<file path="src/pwm_pkg.sv">
// Constants, register map and helpers shared by the PWM output stage
package pwm_pkg;

  // ----------------------------------------------------------------
  // Register byte addresses
  // ----------------------------------------------------------------
  localparam int          ADDR_W           = 8;
  localparam logic [7:0]  ADDR_TIME_BASE   = 8'h00;
  localparam logic [7:0]  ADDR_GEN_CTRL    = 8'h04;
  localparam logic [7:0]  ADDR_OUT_CTRL    = 8'h08;
  localparam logic [7:0]  ADDR_LOCAL_DUTY  = 8'h0C;
  localparam logic [7:0]  ADDR_MASTER_DUTY = 8'h10;
  localparam logic [7:0]  ADDR_PERIOD      = 8'h14;
  localparam logic [7:0]  ADDR_DEAD_TIME   = 8'h18;
  localparam logic [7:0]  ADDR_STATUS      = 8'h1C;
  localparam logic [7:0]  ADDR_ACTIVE_DUTY = 8'h20;

  // ----------------------------------------------------------------
  // Field positions
  // ----------------------------------------------------------------
  localparam int TB_ENABLE_BIT    = 15;
  localparam int TB_PRESCALE_LSB  = 0;
  localparam int TB_PRESCALE_W    = 3;
  localparam int GC_IMMEDIATE_BIT = 0;
  localparam int GC_DUTY_SRC_BIT  = 8;
  localparam int OC_MODE_LSB      = 10;
  localparam int OC_HIGH_OVR_BIT  = 9;
  localparam int OC_LOW_OVR_BIT   = 8;
  localparam int OC_LEVEL_HI_BIT  = 7;
  localparam int OC_LEVEL_LO_BIT  = 6;
  localparam int OC_SYNC_BIT      = 0;

  // Writable bits; the rest read as zero
  localparam logic [15:0] TB_WMASK = 16'h8007;
  localparam logic [15:0] GC_WMASK = 16'h0101;
  localparam logic [15:0] OC_WMASK = 16'h0FC1;

  // ----------------------------------------------------------------
  // Reset values
  // ----------------------------------------------------------------
  localparam logic [15:0] PERIOD_RESET = 16'h00FF;
  localparam logic [15:0] DUTY_RESET   = 16'h0000;
  localparam logic [15:0] DEAD_RESET   = 16'h0000;
  localparam logic [15:0] CTRL_RESET   = 16'h0000;

  // ----------------------------------------------------------------
  // Output modes and bus answers
  // ----------------------------------------------------------------
  localparam logic [1:0] MODE_COMPLEMENTARY = 2'h0;
  localparam logic [1:0] MODE_PUSH_PULL     = 2'h1;
  localparam logic [1:0] MODE_REDUNDANT     = 2'h2;
  localparam logic [1:0] MODE_INDEPENDENT   = 2'h3;
  localparam logic [1:0] RESP_OKAY          = 2'h0;
  localparam logic [1:0] RESP_SLVERR        = 2'h2;

  // Byte-lane merge of a 16-bit register; upper lanes have no storage
  function automatic logic [15:0] merge_bytes(input logic [15:0] old,
                                              input logic [31:0] data,
                                              input logic [3:0]  strb,
                                              input logic [15:0] mask);
    logic [15:0] v;
    v = old;
    if (strb[0]) begin
      v[7:0] = data[7:0];
    end
    if (strb[1]) begin
      v[15:8] = data[15:8];
    end
    return v & mask;
  endfunction : merge_bytes

endpackage : pwm_pkg

</file>
<file path="src/pwm_stage_if.sv">
// Signals between the waveform generator and the dead-time output stage
`timescale 1ns/1ns
interface pwm_stage_if;
  logic        tick;
  logic        dt_en;
  logic [15:0] dt_ticks;
  logic        want_h;
  logic        want_l;
  logic        out_h;
  logic        out_l;

  modport gen   (output tick, dt_en, dt_ticks, want_h, want_l,
                 input  out_h, out_l);
  modport stage (input  tick, dt_en, dt_ticks, want_h, want_l,
                 output out_h, out_l);
endinterface : pwm_stage_if

</file>
<file path="src/pwm_duty_update_override.sv">
// PWM generator output stage with duty update and override control
//
// Local design decisions: register access over AXI4-Lite and the address map.
`timescale 1ns/1ns
module pwm_duty_update_override (
  // Clock and reset
  input  wire logic                      aclk,
  input  wire logic                      aresetn,
  // AXI4-Lite write address
  input  wire logic                      awvalid,
  output wire logic                      awready,
  input  wire logic [pwm_pkg::ADDR_W-1:0] awaddr,
  input  wire logic [2:0]                awprot,
  // AXI4-Lite write data
  input  wire logic                      wvalid,
  output wire logic                      wready,
  input  wire logic [31:0]               wdata,
  input  wire logic [3:0]                wstrb,
  // AXI4-Lite write response
  output wire logic                      bvalid,
  input  wire logic                      bready,
  output wire logic [1:0]                bresp,
  // AXI4-Lite read address
  input  wire logic                      arvalid,
  output wire logic                      arready,
  input  wire logic [pwm_pkg::ADDR_W-1:0] araddr,
  input  wire logic [2:0]                arprot,
  // AXI4-Lite read data
  output wire logic                      rvalid,
  input  wire logic                      rready,
  output wire logic [31:0]               rdata,
  output wire logic [1:0]                rresp,
  // PWM pins
  output wire logic                      pwm_high,
  output wire logic                      pwm_low
);
  import pwm_pkg::*;

  // ----------------------------------------------------------------
  // Register and state storage
  // ----------------------------------------------------------------
  logic [15:0]       time_base_control_reg;
  logic [15:0]       generator_control_reg;
  logic [15:0]       output_control_reg;
  logic [15:0]       local_duty_reg;
  logic [15:0]       master_duty_reg;
  logic [15:0]       period_reg;
  logic [15:0]       dead_time_reg;
  logic              aw_held;
  logic [ADDR_W-1:0] aw_addr_q;
  logic              w_held;
  logic [31:0]       w_data_q;
  logic [3:0]        w_strb_q;
  logic              bvalid_q;
  logic [1:0]        bresp_q;
  logic              rvalid_q;
  logic [31:0]       rdata_q;
  logic [1:0]        rresp_q;
  logic [7:0]        div_cnt;
  logic [15:0]       count;
  logic [15:0]       active_duty;
  logic              raw;
  logic              phase;
  logic              ovr_high_en;
  logic              ovr_low_en;
  logic              ovr_level_hi;
  logic              ovr_level_lo;

  // ----------------------------------------------------------------
  // Decoded controls
  // ----------------------------------------------------------------
  logic              run;
  logic              immediate;
  logic [1:0]        mode;
  logic [15:0]       selected_duty;
  logic [7:0]        div_limit;
  logic              tick;
  logic              boundary;
  logic              do_write;
  logic              wr_mapped;
  logic              rd_mapped;
  logic [31:0]       rd_value;

  pwm_stage_if stage_bus ();

  function automatic logic is_mapped(input logic [ADDR_W-1:0] a);
    case (a)
      ADDR_TIME_BASE, ADDR_GEN_CTRL, ADDR_OUT_CTRL, ADDR_LOCAL_DUTY,
      ADDR_MASTER_DUTY, ADDR_PERIOD, ADDR_DEAD_TIME, ADDR_STATUS,
      ADDR_ACTIVE_DUTY: is_mapped = 1'b1;
      default:          is_mapped = 1'b0;
    endcase
  endfunction : is_mapped

  always_comb begin
    run       = time_base_control_reg[TB_ENABLE_BIT];
    immediate = generator_control_reg[GC_IMMEDIATE_BIT];
    mode      = output_control_reg[OC_MODE_LSB +: 2];
    selected_duty = generator_control_reg[GC_DUTY_SRC_BIT] ?
                    master_duty_reg : local_duty_reg;
    div_limit = 8'((8'h01 << time_base_control_reg[TB_PRESCALE_LSB +:
                TB_PRESCALE_W]) - 8'h01);
    tick      = run && (div_cnt >= div_limit);
    boundary  = tick && (count >= period_reg);
    do_write  = aw_held && w_held && !bvalid_q;
    wr_mapped = is_mapped(aw_addr_q);
    rd_mapped = is_mapped(araddr);
  end

  // ----------------------------------------------------------------
  // AXI4-Lite slave
  // ----------------------------------------------------------------
  // Address and data are each held until the other arrives, so the
  // master may offer them in either order.
  assign awready = !aw_held;
  assign wready  = !w_held;
  assign bvalid  = bvalid_q;
  assign bresp   = bresp_q;
  assign arready = !rvalid_q;
  assign rvalid  = rvalid_q;
  assign rdata   = rdata_q;
  assign rresp   = rresp_q;

  always_comb begin
    case (araddr)
      ADDR_TIME_BASE:   rd_value = {16'h0000, time_base_control_reg};
      ADDR_GEN_CTRL:    rd_value = {16'h0000, generator_control_reg};
      ADDR_OUT_CTRL:    rd_value = {16'h0000, output_control_reg};
      ADDR_LOCAL_DUTY:  rd_value = {16'h0000, local_duty_reg};
      ADDR_MASTER_DUTY: rd_value = {16'h0000, master_duty_reg};
      ADDR_PERIOD:      rd_value = {16'h0000, period_reg};
      ADDR_DEAD_TIME:   rd_value = {16'h0000, dead_time_reg};
      ADDR_STATUS:      rd_value = {13'h0000, phase, stage_bus.out_l,
                                    stage_bus.out_h, count};
      ADDR_ACTIVE_DUTY: rd_value = {16'h0000, active_duty};
      default:          rd_value = 32'h0000_0000;
    endcase
  end

  logic              next_aw_held;
  logic [ADDR_W-1:0] next_aw_addr_q;
  logic              next_w_held;
  logic [31:0]       next_w_data_q;
  logic [3:0]        next_w_strb_q;
  logic              next_bvalid_q;
  logic [1:0]        next_bresp_q;
  logic              next_rvalid_q;
  logic [31:0]       next_rdata_q;
  logic [1:0]        next_rresp_q;

  always_comb begin
    next_aw_held   = aw_held;
    next_aw_addr_q = aw_addr_q;
    next_w_held    = w_held;
    next_w_data_q  = w_data_q;
    next_w_strb_q  = w_strb_q;
    next_bvalid_q  = bvalid_q;
    next_bresp_q   = bresp_q;
    next_rvalid_q  = rvalid_q;
    next_rdata_q   = rdata_q;
    next_rresp_q   = rresp_q;
    if (awvalid && !aw_held) begin
      next_aw_held   = 1'b1;
      next_aw_addr_q = awaddr;
    end
    if (wvalid && !w_held) begin
      next_w_held   = 1'b1;
      next_w_data_q = wdata;
      next_w_strb_q = wstrb;
    end
    if (do_write) begin
      next_aw_held  = 1'b0;
      next_w_held   = 1'b0;
      next_bvalid_q = 1'b1;
      next_bresp_q  = wr_mapped ? RESP_OKAY : RESP_SLVERR;
    end else if (bvalid_q && bready) begin
      next_bvalid_q = 1'b0;
    end
    if (arvalid && !rvalid_q) begin
      next_rvalid_q = 1'b1;
      next_rdata_q  = rd_value;
      next_rresp_q  = rd_mapped ? RESP_OKAY : RESP_SLVERR;
    end else if (rvalid_q && rready) begin
      next_rvalid_q = 1'b0;
    end
  end

  always_ff @(posedge aclk) begin
    if (!aresetn) begin
      aw_held   <= 1'b0;
      aw_addr_q <= '0;
      w_held    <= 1'b0;
      w_data_q  <= 32'h0000_0000;
      w_strb_q  <= 4'h0;
      bvalid_q  <= 1'b0;
      bresp_q   <= RESP_OKAY;
      rvalid_q  <= 1'b0;
      rdata_q   <= 32'h0000_0000;
      rresp_q   <= RESP_OKAY;
    end else begin
      aw_held   <= next_aw_held;
      aw_addr_q <= next_aw_addr_q;
      w_held    <= next_w_held;
      w_data_q  <= next_w_data_q;
      w_strb_q  <= next_w_strb_q;
      bvalid_q  <= next_bvalid_q;
      bresp_q   <= next_bresp_q;
      rvalid_q  <= next_rvalid_q;
      rdata_q   <= next_rdata_q;
      rresp_q   <= next_rresp_q;
    end
  end

  // ----------------------------------------------------------------
  // Register file
  // ----------------------------------------------------------------
  // Immediate update may change while running; the resulting waveform
  // is only clean if software keeps to setup before enable.
  always_ff @(posedge aclk) begin
    if (!aresetn) begin
      time_base_control_reg <= CTRL_RESET;
      generator_control_reg <= CTRL_RESET;
      output_control_reg    <= CTRL_RESET;
      local_duty_reg        <= DUTY_RESET;
      master_duty_reg       <= DUTY_RESET;
      period_reg            <= PERIOD_RESET;
      dead_time_reg         <= DEAD_RESET;
    end else if (do_write) begin
      case (aw_addr_q)
        ADDR_TIME_BASE: time_base_control_reg <= merge_bytes(
          time_base_control_reg, w_data_q, w_strb_q, TB_WMASK);
        ADDR_GEN_CTRL: generator_control_reg <= merge_bytes(
          generator_control_reg, w_data_q, w_strb_q, GC_WMASK);
        ADDR_OUT_CTRL: output_control_reg <= merge_bytes(
          output_control_reg, w_data_q, w_strb_q, OC_WMASK);
        ADDR_LOCAL_DUTY: local_duty_reg <= merge_bytes(
          local_duty_reg, w_data_q, w_strb_q, 16'hFFFF);
        ADDR_MASTER_DUTY: master_duty_reg <= merge_bytes(
          master_duty_reg, w_data_q, w_strb_q, 16'hFFFF);
        ADDR_PERIOD: period_reg <= merge_bytes(
          period_reg, w_data_q, w_strb_q, 16'hFFFF);
        ADDR_DEAD_TIME: dead_time_reg <= merge_bytes(
          dead_time_reg, w_data_q, w_strb_q, 16'hFFFF);
        default: ;
      endcase
    end
  end

  // ----------------------------------------------------------------
  // Time base and duty compare
  // ----------------------------------------------------------------
  logic [7:0]  next_div_cnt;
  logic [15:0] next_count;
  logic [15:0] next_active_duty;
  logic        next_raw;
  logic        next_phase;
  logic [15:0] duty_now;

  always_comb begin
    next_div_cnt     = div_cnt;
    next_count       = count;
    next_active_duty = active_duty;
    next_raw         = raw;
    next_phase       = phase;
    duty_now         = active_duty;
    if (immediate) begin
      duty_now = selected_duty;
    end else if (boundary) begin
      duty_now = selected_duty;
    end
    if (!run) begin
      next_div_cnt     = 8'h00;
      next_count       = 16'h0000;
      next_active_duty = selected_duty;
      next_raw         = 1'b0;
      next_phase       = 1'b0;
    end else if (tick) begin
      next_div_cnt     = 8'h00;
      next_count       = boundary ? 16'h0000 : count + 16'h0001;
      next_active_duty = duty_now;
      // New duty and new count are compared together, so a change to
      // zero never leaves a one-tick pulse at the boundary.
      next_raw         = (next_count < duty_now);
      next_phase       = boundary ? !phase : phase;
    end else begin
      next_div_cnt     = div_cnt + 8'h01;
      if (immediate) begin
        next_active_duty = selected_duty;
      end
    end
  end

  always_ff @(posedge aclk) begin
    if (!aresetn) begin
      div_cnt     <= 8'h00;
      count       <= 16'h0000;
      active_duty <= DUTY_RESET;
      raw         <= 1'b0;
      phase       <= 1'b0;
    end else begin
      div_cnt     <= next_div_cnt;
      count       <= next_count;
      active_duty <= next_active_duty;
      raw         <= next_raw;
      phase       <= next_phase;
    end
  end

  // ----------------------------------------------------------------
  // Override capture
  // ----------------------------------------------------------------
  logic next_ovr_high_en;
  logic next_ovr_low_en;
  logic next_ovr_level_hi;
  logic next_ovr_level_lo;

  always_comb begin
    next_ovr_high_en  = ovr_high_en;
    next_ovr_low_en   = ovr_low_en;
    next_ovr_level_hi = ovr_level_hi;
    next_ovr_level_lo = ovr_level_lo;
    if (!output_control_reg[OC_SYNC_BIT] || !run || boundary) begin
      next_ovr_high_en  = output_control_reg[OC_HIGH_OVR_BIT];
      next_ovr_low_en   = output_control_reg[OC_LOW_OVR_BIT];
      next_ovr_level_hi = output_control_reg[OC_LEVEL_HI_BIT];
      next_ovr_level_lo = output_control_reg[OC_LEVEL_LO_BIT];
    end
  end

  always_ff @(posedge aclk) begin
    if (!aresetn) begin
      ovr_high_en  <= 1'b0;
      ovr_low_en   <= 1'b0;
      ovr_level_hi <= 1'b0;
      ovr_level_lo <= 1'b0;
    end else begin
      ovr_high_en  <= next_ovr_high_en;
      ovr_low_en   <= next_ovr_low_en;
      ovr_level_hi <= next_ovr_level_hi;
      ovr_level_lo <= next_ovr_level_lo;
    end
  end

  // ----------------------------------------------------------------
  // Output mode and override mux
  // ----------------------------------------------------------------
  logic gen_h;
  logic gen_l;

  always_comb begin
    case (mode)
      MODE_REDUNDANT: begin
        gen_h = raw;
        gen_l = raw;
      end
      MODE_PUSH_PULL: begin
        gen_h = raw && !phase;
        gen_l = raw && phase;
      end
      MODE_INDEPENDENT: begin
        gen_h = raw;
        gen_l = raw;
      end
      default: begin
        gen_h = raw;
        gen_l = run && !raw;
      end
    endcase
    stage_bus.tick     = tick;
    stage_bus.dt_en    = (mode == MODE_COMPLEMENTARY);
    stage_bus.dt_ticks = dead_time_reg;
    // A disabled override falls straight back to the duty waveform
    stage_bus.want_h = ovr_high_en ? ovr_level_hi : gen_h;
    stage_bus.want_l = ovr_low_en ? ovr_level_lo : gen_l;
  end

  pwm_dead_time u_dead_time (
    .aclk    (aclk),
    .aresetn (aresetn),
    .st      (stage_bus)
  );

  assign pwm_high = stage_bus.out_h;
  assign pwm_low  = stage_bus.out_l;

endmodule : pwm_duty_update_override

</file>
<file path="src/pwm_dead_time.sv">
// Output stage: registers the pin levels and inserts dead time
`timescale 1ns/1ns
module pwm_dead_time (
  // Clock and reset
  input  wire logic   aclk,
  input  wire logic   aresetn,
  // Generator side
  pwm_stage_if.stage  st
);
  import pwm_pkg::*;

  logic        out_h;
  logic        out_l;
  logic [15:0] gap;
  logic        next_out_h;
  logic        next_out_l;
  logic [15:0] next_gap;
  logic        gap_ok;

  // ----------------------------------------------------------------
  // Dead-time decision
  // ----------------------------------------------------------------
  // In complementary mode a side may rise only after both have been low for the dead time,
  // whatever caused the change, overrides released included.
  always_comb begin
    gap_ok     = (gap >= st.dt_ticks);
    next_out_h = st.want_h &&
                 (out_h || !st.dt_en || (!out_l && gap_ok));
    next_out_l = st.want_l && (out_l || !st.dt_en ||
                 (!out_h && !next_out_h && gap_ok));
    next_gap   = gap;
    if (out_h || out_l) begin
      next_gap = 16'h0000;
    end else if (st.tick && gap != 16'hFFFF) begin
      next_gap = gap + 16'h0001;
    end
  end

  always_ff @(posedge aclk) begin
    if (!aresetn) begin
      out_h <= 1'b0;
      out_l <= 1'b0;
      gap   <= 16'h0000;
    end else begin
      out_h <= next_out_h;
      out_l <= next_out_l;
      gap   <= next_gap;
    end
  end

  assign st.out_h = out_h;
  assign st.out_l = out_l;

endmodule : pwm_dead_time

</file>
<file path="config.mk">
export PLATFORM = sky130hd
export DESIGN_NAME = pwm_duty_update_override
export DESIGN_NICKNAME = d
export VERILOG_FILES = /design/src/pwm_pkg.sv /design/src/pwm_stage_if.sv /design/src/pwm_duty_update_override.sv /design/src/pwm_dead_time.sv
export SDC_FILE = /design/constraint.sdc
export NUM_CORES = 1
export LEC_CHECK = 0
export BUFFER_PORTS_ARGS = -buffer_cell sky130_fd_sc_hd__buf_2
export CAP_MARGIN = 20
export CORE_ASPECT_RATIO = 1.2
export CORE_MARGIN = 2
export CORE_UTILIZATION = 52
export CTS_CLUSTER_DIAMETER = 200
export CTS_CLUSTER_SIZE = 40
export DETAILED_ROUTE_END_ITERATION = 8
export PLACE_DENSITY_LB_ADDON = 0.3
export SLEW_MARGIN = 5
export SYNTH_ARGS = -nofsm -noshare
export SYNTH_HDL_FRONTEND = slang
export SYNTH_SLANG_ARGS = --single-unit
</file>
<file path="constraint.sdc">
create_clock -name aclk -period 7.9 [get_ports aclk]
set_input_delay 1.185 -clock aclk [delete_from_list [all_inputs] [get_ports aclk]]
set_output_delay 1.185 -clock aclk [all_outputs]
set_load 0.05 [all_outputs]
</file>
; ---- Yosys cells after proc, flatten, opt, wreduce, memory -nomap -nowiden
; Cells that the tools add are included.
[op_classes]
addsub = 4
n_shift = 1
n_bitwise = 2
order_cmp = 4
reduce_logical = 64
n_eq_ne = 21
muxes = 20
[ops]
columns = cell, count
row1 = $pmux 19 s9, 1
row2 = $mux 16, 7
row3 = $eq 8x5->1 const B, 8
row4 = $reduce_and 3->1, 14
row5 = $add 16x1->16 const B, 2
row6 = $eq 8x4->1 const B, 4
row7 = $ge 16x16->1, 2
row8 = $logic_and 1x1->1, 18
row9 = $reduce_or 9->1, 2
row10 = $eq 8x3->1 const B, 2
row11 = $eq 8x6->1 const B, 2
row12 = $logic_not 8->1, 2
row13 = $lt 16x16->1, 1
row14 = $ne 16x16->1 const B, 1
row15 = $logic_not 1->1, 12
row16 = $mux 1, 9
row17 = $add 8x1->8 const B, 1
row18 = $ge 8x8->1, 1
row19 = $shl 1x3->8 const A, 1
row20 = $sub 8x1->8 const B, 1
row21 = $logic_or 1x1->1, 7
row22 = $reduce_or 2->1, 3
row23 = $eq 2x2->1 const B, 2
row24 = $mux 2, 2
row25 = 8 further kinds, 11
[word_totals]
ff_bits = 207
output_inout_bits = 43

; ---- Logic depth before layout (Yosys ltp)
[depth]
depth_word = 10
depth_mapped = 25

; ---- Cells and area by module
; Synthesis repeated with hierarchy kept, for this count alone.
[hier_totals]
hier_cells = 1261
hier_area_um2 = 10819.1
[by_module_without_submodules]
columns = module, cells_each, n_inst, seq_area_each_um2, area_per_inst_um2
row1 = pwm_duty_update_override, 1102, 1, 3483.3, 9501.6
row2 = pwm_dead_time, 159, 1, 360.3, 1317.5

; ---- Worst setup path after synthesis
; Ideal clock, no wire load.
[synth_timing]
path_type = flip-flop to flip-flop
start = register time_base_control_reg[0]
end = register raw
required_ns = 7.824
path_slack_ns = 3.540
n_path_buf = 4
arrival_time_ns = 4.284
synth_period_minus_slack_ns = 4.360
setup_time_ns = 0.076
stages_incl_launch_ff = 24
path_cell_list = dfxtp_1 > clkbuf_1 > or3_1 > ha_1 > clkbuf_1 > xor2_1 > nor2_1 > a21oi_1 > ha_1 > a21o_1 > a21oi_1 > o211ai_1 > and2_1 > and3_1 > buf_2 > buf_2 > nor2_1 > ha_1 > a21o_1 > a221oi_1 > o21ai_0 > nor4_1 > nand3_1 > o22ai_1
[synth_between]
elab_chain_len = 8
word_cells_on_any_way = 9
cone_classes = add/sub: 1 / order compare: 2 / shift: 1 / mux: 3 / reduce/logical: 2
[synth_rtl]
columns = element, line
row1 = start: declaration, pwm_duty_update_override.sv:42  ; logic [15:0] time_base_control_reg;
row2 = start signal: assignment, pwm_duty_update_override.sv:230  ; ADDR_TIME_BASE: time_base_control_reg <= merge_bytes(
row3 = $shl 1x3->8 *, pwm_duty_update_override.sv:101  ; div_limit = 8'((8'h01 << time_base_control_reg[TB_PRESCALE_LSB +:
row4 = $sub 8x1->8 *, pwm_duty_update_override.sv:102  ; TB_PRESCALE_W]) - 8'h01);
row5 = $ge 8x8->1 *, pwm_duty_update_override.sv:103  ; tick = run && (div_cnt >= div_limit);
row6 = $logic_and 1x1->1 *, pwm_duty_update_override.sv:103
row7 = $logic_and 1x1->1, pwm_duty_update_override.sv:104  ; boundary = tick && (count >= period_reg);
row8 = $mux 16, pwm_duty_update_override.sv:268  ; end else if (boundary) begin
row9 = $mux 16, pwm_duty_update_override.sv:266  ; if (immediate) begin
row10 = $lt 16x16->1, pwm_duty_update_override.sv:283  ; next_raw = (next_count < duty_now);
row11 = end signal: assignment, pwm_duty_update_override.sv:304  ; raw <= next_raw;
row12 = end: declaration, pwm_duty_update_override.sv:62  ; logic raw;
; Mark *: on every way between the ends. The rest lies on a longest branch, timed or not.
; A chain may end at the register's enable or synchronous reset.

; ---- Worst setup path in the final report
; Ends and elaborated chain as after synthesis.

==> run summary <==
Clk pin slew, worst setup/hold paths = 0.08 ns
Hold Startpoint = rdata[4]
antenna viol nets, final = 0
area taken by multi-input logic gates = 6100 um2
buffers and inverters on the worst path = 0
fin area = 11400 um2
RePlAce Congestion = 0.892
final critical-path share of the clock period = 68.7%
post-synthesis register bit count = 192
Seq/Total Area, Yosys = 36.7%
Synth Area in Simple Gates = 21.9%
Seq pwr share = 50.1%
first-pass GRT wire length = 43.7 mm
Largest stage delay, worst path = 0.72 ns
Avg Inst Size Synth = 8.41 um2
internal power = 1.46 mW
largest net degree at the start of global routing = 111
GRT Total Usage = 25.9%
clock skew = 0.00839 ns
mux contribution to synthesized area = 7.63%
CP endpoint kind = register
Die Span X = 133 um
Slew @ Worst Pin = 1.18 ns
ys async rst share = 0%
number of stages on the worst setup path = 19
Post-Place Cell Area = 10800 um2
cells after synthesis = 1244
n_diodes = 0
switching part of the total power = 26.1%
fmax = 184 MHz
Synth Area in Adders = 7.05%
postcts setup bufs = 0
Post-synth EDFFs = 0
core area = 19600 um2
Leak = 4.71 nW
Clock power frac = 44.4%
CP max stage cell = and3_1
CP Cell Sequence = or3_1 > ha_1 > nor3_1 > a21o_1 > a21oi_1 > ha_1 > o21ai_0 > o211ai_1 > and2_1 > and3_1 > a21oi_1 > ha_1 > a21o_1 > a21o_1 > a21oi_1 > o21ai_0 > nor4_1 > nand3_1 > o22ai_1
row cnt = 56
Post-Synth XOR/XNOR Area = 2.76%
insertion delay to the later sink of the worst-skew pair = 0.44 ns
nets = 1394
clock root cell = clkbuf_16
Netlist Area Pre-Place = 10500 um2
IO Port Bufs = 68
grt ovf = 0
Comb power frac = 5.5%
crit path DAT = 5.79 ns
CP startpoint = time_base_control_reg[0]
NetSw = 0.517 mW
Detailed Route WL = 27.2 mm
DIE AREA = 21300 um2
power per standard cell area = 173 nW/um2
chip height = 159 um
TritonRoute pass-1 iters = 5
TritonCTS clock tree = yes
VDD IR max = 159 uV
H-tree depth = 4
delay-heaviest family, CP = simple AND/OR/NAND/NOR gates
via count = 8889
post-synth top area cell = dfxtp_1
Synth Warn # = 0
Unique masters post-synth = 71
Hold WC Path Type = reg -> reg
FF/Latch Area = 3840 um2
Worst R2R Setup Slack = 2.47 ns
fill count = 1811
# hold bufs at CTS = 0
Synth top area share = 36.7%
end of the critical path = raw
number of max-cap violations = 0
Synth Area in Compound Gates = 18.4%
wire per inst = 17.6 um
Placed Cells = 1512
vias in the first global route = 8398
Worst R2R End = raw
Most used DFF post-synth = dfxtp_1
total power = 1.98 mW
top post-synthesis cells by area = dfxtp_1, nand2_1, ha_1, mux2i_1, a21boi_0
Max clock buf depth = 2
Synth-to-Final Area Change = 9.17%
RSZ-0062 raised after global routing = no
IO Pins = 108
Setup TNS = 0 ns
largest family of logic cells by synthesized area = simple AND/OR/NAND/NOR gates
R2R cell count = 19
max reg flops = 19
Critical Path Start Type = register
Crit Reg-Reg Startpoint = time_base_control_reg[0]
HPWL after detailed placement = 20.2 mm
CTS buffer count = 17
Hold Vio Cnt, Final = 0
CP max FO = 20
final cell count without fillers = 1544
DRC violation count after routing = 0
vias per cell = 5.76
share of layout cells above drive strength 1 = 10.3%
final setup fails = 0
worst setup path class = reg -> reg
Initial Util = 53.3%
initial antenna violation count = 0
Slew HR = 21.2%
status = finished clean
initial DRC count = 681
minimum clock period = 5.43 ns
Critical Path RT = 8.26 ns
Post-CTS Resized = 0
max-slew violation count = 0
CTS Sinks = 192
## tightest hold or removal path, stage by stage (launching register included)
cell and delay [ns]:
dfxtp_1 0.31, nand2_1 0.05, a21boi_1 0.05
## power by group through the flow
| stage | logic [mW] | clock network, mW | registers [mW] |
|---|---|---|---|
| floorplan | 0.0839 | 0 | 1.01 |
| global placement | 0.107 | 0 | 1.02 |
| detailed placement | 0.108 | 0 | 1.02 |
| CTS | 0.108 | 0.886 | 0.993 |
| global route | 0.118 | 0.926 | 0.995 |
| finish | 0.108 | 0.879 | 0.993 |
## logic make-up (layout without fill, tap and decap cells)
logic type | Yosys count | after routing
buf+inv | 128 | 153
simple gates | 480 | 480
flops | 192 | 192
mux | 72 | 72
other cells | 2 | 16
compound gates | 278 | 278
xor+xnor | 33 | 33
fa+ha+maj | 59 | 59
## layout by cell type, fill, tap and decap left out, types with 41 or more instances in the layout
master    count
nor2b_1      53
mux2i_1      64
ha_1         59
nand2_1     218
o21ai_0      58
nand3_1      44
a21boi_0     58
a21oi_1      41
buf_2        67
nor2_1       66
inv_1        50
dfxtp_1     192
## cells in the mapped netlist, drive strengths merged (3+ instances only)
cell type and number:
and2 15, a21o 13, inv 50, a211o 3
nor2b 54, nand3b 3, o22ai 11, mux2i 64
o31ai 3, o21ai 63, nand4 14, a21oi 41
nor4 4, o211a 18, nand2b 7, clkbuf 47
dfxtp 192, nor3 18, and3 17, mux4 6
a22o 6, xor2 19, xnor2 14, a21boi 63
or3 7, a2111oi 3, nor2 66, a22oi 19
buf 31, o211ai 8, and4 3, a221oi 10
nand3 44, o21a 5, nand2 218, ha 59
## metal layers
layer  vias up  share of wire (%)  global-route usage [%]  routed length, um
met5         -                  0                       0                  0
li1       4371                  -                       -                  -
met4         0                3.8                    11.9               1030
met1      4176                 43                    33.1              11800
met3        51                5.5                    4.23               1500
met2       291                 47                    42.6              12900
## worst min-delay path by stage
stage,depth (start not counted),end,slack [ns]
4_1_cts,2,rdata[4],0.46
3_3_place_gp,2,rdata[12],0.44
2_1_floorplan,2,ovr_level_hi,0.44
5_1_grt,2,rdata[4],0.48
6_report,2,rdata[4],0.46
3_5_place_dp,2,rdata[4],0.45
## final cells by class
class                   count  share of cell area, %
multi-input cells         938                   53.4
inverters                  50                   1.64
clock inverters            15                   1.50
flip-flops and latches    192                   33.6
repair buffers             71                   3.20
clock buffers              17                   3.72
well taps                 261                   2.86
## stage by stage
step | setup WS, ns | util [%] | hold WS (ns)
after floorplan | 3.54 | - | 0.436
after global placement | 2.67 | 55.2 | 0.443
after global routing | 2.09 | 58.2 | 0.482
after detailed placement | 2.60 | 55.2 | 0.450
final | 2.47 | 58.2 | 0.457
after CTS | 2.56 | 58.2 | 0.461
No activity file was read; power rests on OpenSTA's default activity.
